$ cat src/core/nfpm_pkg.sv
package nfpm_pkg;
  localparam int WS_W = 5;
  localparam int ADDR_W = 24;
  localparam int DATA_W = 16;
  localparam int EXT_W = 2;
  localparam int SEL_W = 2;
  localparam logic [4:0] WS_MAX = 5'h13;
  localparam logic [4:0] SETUP_DEFAULT = 5'h02;
  localparam logic [4:0] PULSE_DEFAULT = 5'h0B;
  localparam logic [4:0] HOLD_DEFAULT = 5'h02;
  localparam logic [4:0] ACCESS_DEFAULT = 5'h13;
  localparam logic [1:0] SEL_A = 2'h0;
  localparam logic [1:0] SEL_BOOT = 2'h1;
  localparam logic [1:0] SEL_C = 2'h2;
  localparam real WAIT_STATE_NS = 6.7;
  localparam real CLK_PERIOD_NS = 8.0;
  // One wait state is shorter than a clock, so each counts one clock
  localparam int WS_CYCLES = (WAIT_STATE_NS / CLK_PERIOD_NS) < 1.0 ? 1 :
                             int'(WAIT_STATE_NS / CLK_PERIOD_NS);
  typedef enum logic [2:0] {
    NFPM_IDLE, NFPM_SETUP, NFPM_PULSE, NFPM_HOLD, NFPM_ACCESS, NFPM_DONE
  } nfpm_state_type;
endpackage : nfpm_pkg

$ cat src/core/nfpm_timing_if.sv
`timescale 1ns/1ps
interface nfpm_timing_if;
  logic [4:0] setup;
  logic [4:0] pulse;
  logic [4:0] hold;
  logic [4:0] access;
  modport source (output setup, output pulse, output hold, output access);
  modport sink (input setup, input pulse, input hold, input access);
endinterface : nfpm_timing_if

$ cat src/core/nfpm_port.sv
`timescale 1ns/1ps
module nfpm_port (
  input wire logic ref_clk,
  input wire logic rst_n,
  input wire logic timing_load,
  input wire logic [4:0] setup_count,
  input wire logic [4:0] pulse_count,
  input wire logic [4:0] hold_count,
  input wire logic [4:0] access_count,
  input wire logic req_valid,
  input wire logic req_write,
  input wire logic [1:0] req_select,
  input wire logic [23:0] req_addr,
  input wire logic [1:0] req_ext,
  input wire logic ext_enable,
  input wire logic [15:0] req_wdata,
  output logic req_ready,
  output logic resp_valid,
  output logic [15:0] resp_rdata,
  output logic prog_mem_select_a,
  output logic boot_mem_select,
  output logic prog_mem_select_c,
  output logic write_strobe_n,
  output logic [23:0] flash_addr,
  output logic [1:0] ext_addr_out,
  output logic [1:0] ext_addr_oe_n,
  output logic [15:0] flash_data_out,
  output logic flash_data_oe_n,
  input wire logic [15:0] flash_data_in
);
  nfpm_timing_if tim();
  nfpm_pkg::nfpm_state_type state;
  logic [4:0] count;
  logic is_write;
  logic [1:0] sel;
  logic take;

  nfpm_timing u_timing (
    .ref_clk(ref_clk),
    .rst_n(rst_n),
    .load(timing_load),
    .setup_in(setup_count),
    .pulse_in(pulse_count),
    .hold_in(hold_count),
    .access_in(access_count),
    .tim(tim)
  );

  function automatic logic [2:0] nfpm_decode(input logic [1:0] s);
    case (s)
      nfpm_pkg::SEL_A: nfpm_decode = 3'h1;
      nfpm_pkg::SEL_BOOT: nfpm_decode = 3'h2;
      nfpm_pkg::SEL_C: nfpm_decode = 3'h4;
      default: nfpm_decode = 3'h0;
    endcase
  endfunction : nfpm_decode

  // A request is taken only in idle and only for a decoded select
  assign take = (state == nfpm_pkg::NFPM_IDLE) && req_valid &&
                (nfpm_decode(req_select) != 3'h0);

  // Transfer kind and select, held for the whole transfer
  always_ff @(posedge ref_clk) begin
    if (!rst_n) begin
      is_write <= 1'b0;
      sel <= nfpm_pkg::SEL_BOOT;
    end else if (take) begin
      is_write <= req_write;
      sel <= req_select;
    end
  end

  // Sequencer; each wait state takes one clock
  always_ff @(posedge ref_clk) begin
    if (!rst_n) begin
      state <= nfpm_pkg::NFPM_IDLE;
      count <= 5'h00;
    end else begin
      case (state)
        nfpm_pkg::NFPM_IDLE: begin
          if (take) begin
            count <= req_write ? tim.setup : tim.access;
            state <= req_write ? nfpm_pkg::NFPM_SETUP : nfpm_pkg::NFPM_ACCESS;
          end
        end
        nfpm_pkg::NFPM_SETUP: begin
          if (count == 5'h00) begin
            count <= tim.pulse;
            state <= nfpm_pkg::NFPM_PULSE;
          end else begin
            count <= count - 5'h01;
          end
        end
        nfpm_pkg::NFPM_PULSE: begin
          if (count <= 5'h01) begin
            count <= tim.hold;
            state <= nfpm_pkg::NFPM_HOLD;
          end else begin
            count <= count - 5'h01;
          end
        end
        nfpm_pkg::NFPM_HOLD: begin
          if (count == 5'h00) begin
            state <= nfpm_pkg::NFPM_DONE;
          end else begin
            count <= count - 5'h01;
          end
        end
        nfpm_pkg::NFPM_ACCESS: begin
          if (count == 5'h00) begin
            state <= nfpm_pkg::NFPM_DONE;
          end else begin
            count <= count - 5'h01;
          end
        end
        nfpm_pkg::NFPM_DONE: state <= nfpm_pkg::NFPM_IDLE;
        default: state <= nfpm_pkg::NFPM_IDLE;
      endcase
    end
  end

  // Chip selects, one at a time, released in reset
  always_ff @(posedge ref_clk) begin
    if (!rst_n) begin
      prog_mem_select_a <= 1'b1;
      boot_mem_select <= 1'b1;
      prog_mem_select_c <= 1'b1;
    end else begin
      logic [2:0] hot;
      hot = 3'h0;
      case (state)
        nfpm_pkg::NFPM_IDLE: begin
          if (req_valid) begin
            hot = nfpm_decode(req_select);
          end
        end
        nfpm_pkg::NFPM_DONE: hot = 3'h0;
        default: hot = nfpm_decode(sel);
      endcase
      if (state == nfpm_pkg::NFPM_HOLD && count == 5'h00) begin
        hot = 3'h0;
      end
      if (state == nfpm_pkg::NFPM_ACCESS && count == 5'h00) begin
        hot = 3'h0;
      end
      prog_mem_select_a <= ~hot[0];
      boot_mem_select <= ~hot[1];
      prog_mem_select_c <= ~hot[2];
    end
  end

  // Write strobe
  always_ff @(posedge ref_clk) begin
    if (!rst_n) begin
      write_strobe_n <= 1'b1;
    end else if (state == nfpm_pkg::NFPM_SETUP && count == 5'h00) begin
      write_strobe_n <= (tim.pulse == 5'h00);
    end else if (state == nfpm_pkg::NFPM_PULSE && count <= 5'h01) begin
      write_strobe_n <= 1'b1;
    end
  end

  // Address, extension pins and data bus
  always_ff @(posedge ref_clk) begin
    if (!rst_n) begin
      flash_addr <= 24'h000000;
      ext_addr_out <= 2'h0;
      ext_addr_oe_n <= 2'h3;
      flash_data_out <= 16'h0000;
      flash_data_oe_n <= 1'b1;
    end else begin
      ext_addr_oe_n <= ext_enable ? 2'h0 : 2'h3;
      if (take) begin
        flash_addr <= req_addr;
        ext_addr_out <= req_ext;
        flash_data_out <= req_wdata;
        flash_data_oe_n <= ~req_write;
      end else if (state == nfpm_pkg::NFPM_DONE) begin
        flash_data_oe_n <= 1'b1;
      end
    end
  end

  // Transfer complete, one clock after the select is released
  always_ff @(posedge ref_clk) begin
    if (!rst_n) begin
      req_ready <= 1'b0;
    end else begin
      req_ready <= (state == nfpm_pkg::NFPM_DONE);
    end
  end

  // Read sample and response
  always_ff @(posedge ref_clk) begin
    if (!rst_n) begin
      resp_valid <= 1'b0;
      resp_rdata <= 16'h0000;
    end else begin
      resp_valid <= 1'b0;
      if (state == nfpm_pkg::NFPM_ACCESS && count == 5'h00) begin
        resp_rdata <= flash_data_in;
        resp_valid <= 1'b1;
      end else if (state == nfpm_pkg::NFPM_HOLD && count == 5'h00) begin
        resp_valid <= 1'b1;
      end
      if (is_write) begin
        resp_rdata <= resp_rdata;
      end
    end
  end
endmodule : nfpm_port

$ cat src/core/nfpm_timing.sv
`timescale 1ns/1ps
module nfpm_timing (
  input wire logic ref_clk,
  input wire logic rst_n,
  input wire logic load,
  input wire logic [4:0] setup_in,
  input wire logic [4:0] pulse_in,
  input wire logic [4:0] hold_in,
  input wire logic [4:0] access_in,
  nfpm_timing_if.source tim
);
  function automatic logic [4:0] nfpm_clamp(input logic [4:0] v);
    nfpm_clamp = (v > nfpm_pkg::WS_MAX) ? nfpm_pkg::WS_MAX : v;
  endfunction : nfpm_clamp

  // Wait-state counts, limited to the maximum
  always_ff @(posedge ref_clk) begin
    if (!rst_n) begin
      tim.setup <= nfpm_pkg::SETUP_DEFAULT;
      tim.pulse <= nfpm_pkg::PULSE_DEFAULT;
      tim.hold <= nfpm_pkg::HOLD_DEFAULT;
      tim.access <= nfpm_pkg::ACCESS_DEFAULT;
    end else if (load) begin
      tim.setup <= nfpm_clamp(setup_in);
      tim.pulse <= nfpm_clamp(pulse_in);
      tim.hold <= nfpm_clamp(hold_in);
      tim.access <= nfpm_clamp(access_in);
    end
  end
endmodule : nfpm_timing

$ cat config.mk
export PLATFORM = sky130hd
export DESIGN_NAME = nfpm_port
export DESIGN_NICKNAME = d
export VERILOG_FILES = /design/src/core/nfpm_pkg.sv /design/src/core/nfpm_timing_if.sv /design/src/core/nfpm_port.sv /design/src/core/nfpm_timing.sv
export SDC_FILE = /design/constraint.sdc
export NUM_CORES = 1
export LEC_CHECK = 0
export BUFFER_PORTS_ARGS = -buffer_cell sky130_fd_sc_hd__buf_4
export CAP_MARGIN = 20
export CORE_ASPECT_RATIO = 1.4
export CORE_UTILIZATION = 25
export DETAILED_ROUTE_END_ITERATION = 6
export REMOVE_ABC_BUFFERS = 1
export SETUP_SLACK_MARGIN = 0.1
export SYNTH_ARGS = -nofsm -noshare
export SYNTH_HDL_FRONTEND = slang
export SYNTH_HIERARCHICAL = 1
export SYNTH_SLANG_ARGS = --single-unit
$ cat constraint.sdc
create_clock -name ref_clk -period 2.1 [get_ports ref_clk]
set_clock_uncertainty 0.15 [all_clocks]
set_input_delay 0.42 -clock ref_clk [delete_from_list [all_inputs] [get_ports ref_clk]]
set_output_delay 0.42 -clock ref_clk [all_outputs]
set_load 0.1 [all_outputs]
==> impl_metrics.json <==
{
  "htreeDepth": 3,
  "cp_slowest_stage_delay_ps": 500,
  "clkTransAtPathRegs_ps": 70,
  "min_path_type": "input port to flip-flop",
  "drc_errors": 12,
  "final_antenna_net_count": 0,
  "netlist-cell-type-count": 57,
  "syn2layout_area_growth_pct": 46.13,
  "yosysTopAreaCellShare_pct": 45.71,
  "status": "complete, but fails checks",
  "synth_cells": 482,
  "layout_common_cells": "169 x buf_4, 111 x nand2_1, 94 x dfxtp_1",
  "via_per_inst": 4.553,
  "ys.flop_type": "dfxtp_1",
  "clkSinkCount": 97,
  "cp.arrival_ps": 2130,
  "synth_edf_count": 0,
  "clock_latency_ps": 350,
  "multiInputGateArea_um2": 2240,
  "slew-limit-headroom_pct": 76.41,
  "cp_cell_sequence": "inv_2, ha_4, or4b_4, buf_6, nor3_4, clkbuf_16, nand2_1, a21boi_2",
  "post-dp-hpwl_um": 7830,
  "die-area_um2": 17520,
  "seqCellArea_um2": 1946,
  "crit_start": "count[0]",
  "numCtsBuffers": 9,
  "clk_path_buf_depth": 2,
  "rows": 56,
  "r2r_cells": 8,
  "yosysTopAreaCell": "dfxtp_1",
  "cap_violations": 0,
  "overflow": 0,
  "grt_util_all_layers_pct": 12.92,
  "cts_hold_buf": 0,
  "setup_tns_ps": 0,
  "worstSetupPathType": "flip-flop to flip-flop",
  "drv_slew": 0,
  "antenna_found_initial": 0,
  "start_kind": "flip-flop",
  "r2r_setup_slack_ps": 100,
  "synth.area.top_cells": "dfxtp_1 46%, nand2_1 11%, a21boi_0 8.1%, a21boi_2 2.7%, a21boi_1 1.9%",
  "reg2reg_to": "resp_rdata[12]",
  "nets": 725,
  "initialDrtViolationCount": 204,
  "grt_max_degree": 46,
  "synthArstFlopShare_pct": 0,
  "cts_root_buf": "clkbuf_16",
  "path_buf_inv": 3,
  "wl_per_cell_um": 13.42,
  "final_common_cell": "buf_4",
  "setup_viol": 0,
  "period_minus_slack_ps": 1998,
  "start_util_pct": 25.47,
  "cp_top_family": "simple AND/OR/NAND/NOR gates",
  "timing.hold.ws_ps": 72.34,
  "num_antenna_cells": 0,
  "postPlaceCellArea_um2": 5683,
  "r2r-start": "count[0]",
  "p_leak_nw": 2.614,
  "path_max_fanout": 8,
  "die-height_um": 156.2,
  "tightest_slew_ps": 353.2,
  "rsz0062_at_grt": "yes",
  "total_power_mw": 6.558,
  "fin_crit_sh_pct": 95.13,
  "synth_area_um2": 4248,
  "hp-start": "ext_enable",
  "syn_avg_cell_area_um2": 8.813,
  "grt_pass1_vias": 3688,
  "violations": "design-rule violations",
  "endpoint_kind": "flip-flop",
  "fin_area_um2": 6207,
  "wirelength_um": 11330,
  "io_pins": 153,
  "ys_ff_latch": 97,
  "min_to": "ext_addr_oe_n[0]",
  "vdd_drop_max_mv": 0.3876,
  "portBuffers": 152,
  "vias": 3843,
  "design.core.area_um2": 16680,
  "drive_gt1_share_pct": 39.94,
  "grt_pass1_wl_um": 18000,
  "power_density_nw_per_um2": 1057,
  "worst_slack_ps": 102.2,
  "die_x_um": 112.2,
  "cp_data_required_time_ps": 2240,
  "hold_viol": 0,
  "fill_cells": 1772,
  "yosysSeqAreaShare_pct": 45.71,
  "cpMaxStageDelayCell": "or4b_4",
  "dr.pass1.iters": 7,
  "hold_path_depth": 2,
  "pre_cts_ws_ps": -10.30,
  "fmax_mhz": 500.6,
  "place_congestion": 0.8533,
  "yosysWarnings": 6,
  "cts_tree": "done"
}
==> Yosys cell counts (5+ instances only) <==
cell        n
nand2_1   120
dfxtp_1    97
a21boi_0   46
clkbuf_1   21
a21oi_1    13
nor2_1     13
a21boi_1   11
a21boi_2   10
nand2_2    10
nand2b_1   10
nand3b_1    9
nor3_1      9
inv_1       8
o21ai_0     8
buf_2       5
mux2_2      5
nor2b_1     5
o32ai_1     5
==> through the flow <==
step	util (%)	std cells
finish	37.22	844
CTS	36.16	841
floorplan	-	448
global placement	34.08	825
detailed placement	34.08	825
global route	37.22	844
==> layer usage <==
metal | global-route usage [%] | part of all wire (%) | wire length (µm) | up-vias
met1 | 14.44 | 41 | 4646 | 1788
met3 | 2.982 | 4.3 | 485 | 10
met5 | 0 | 0 | 0 | -
li1 | - | - | - | 1964
met4 | 4.381 | 1.3 | 144 | 0
met2 | 23.93 | 53 | 6053 | 81
==> where the power goes <==
group	internal, mW	leakage (nW)	switching [mW]
registers	2.04	0.795	0.156
clock network	0.990	0.149	0.733
logic	0.911	1.67	1.73
==> flip-flops by register name (all words and copies together) (netlist names) <==
| register | count |
|---|---|
| state | 3 |
| count | 5 |
| resp_rdata | 16 |
| u_timing/tim.hold | 5 |
| prog_mem_select_c | 1 |
| is_write | 1 |
| ext_addr_oe_n | 1 |
| u_timing/tim.setup | 5 |
| resp_valid | 1 |
| prog_mem_select_a | 1 |
| flash_addr | 24 |
| u_timing/tim.access | 5 |
| sel | 2 |
| flash_data_oe_n | 1 |
| write_strobe_n | 1 |
| flash_data_out | 16 |
| u_timing/tim.pulse | 5 |
| ext_addr_out | 2 |
| req_ready | 1 |
| boot_mem_select | 1 |
==> timing repair <==
item | CTS | global route
resized for setup | 8 | 33
gates cloned | 0 | 2
setup buffers | 0 | 1
endpoints found under the setup margin | 20 | 25
pin swaps | 0 | 18
hold endpoints to repair | 0 | 0
==> cells by family (layout without fill, tap and decap cells) <==
logic type / Yosys count / after routing / synth area share, %
flops: 97 / 97 / 45.71
xor+xnor: 4 / 4 / 0.8249
buf+inv: 42 / 201 / 5.125
mux: 9 / 9 / 2.268
simple gates: 200 / 200 / 22.42
compound gates: 127 / 127 / 22.77
fa+ha+maj: 3 / 3 / 0.8837
==> worst max path at each step <==
stage | end | slack [ps] | cells after the start
detailed placement | count[1] | -10 | 7
global placement | count[1] | 60 | 7
CTS | count[0] | 100 | 7
global route | resp_rdata[14] | 20 | 8
floorplan | resp_rdata[0] | -190 | 6
finish | resp_rdata[12] | 100 | 8
==> final cells by class <==
| type | count | area share [%] |
|---|---|---|
| multi-input cells | 343 | 36.08 |
| flip-flops and latches | 97 | 31.34 |
| repair buffers | 177 | 23.04 |
| clock buffers | 12 | 4.132 |
| well taps | 203 | 4.092 |
| clock inverters | 4 | 0.8264 |
| inverters | 8 | 0.4838 |
(Power assumes the default switching activity.)
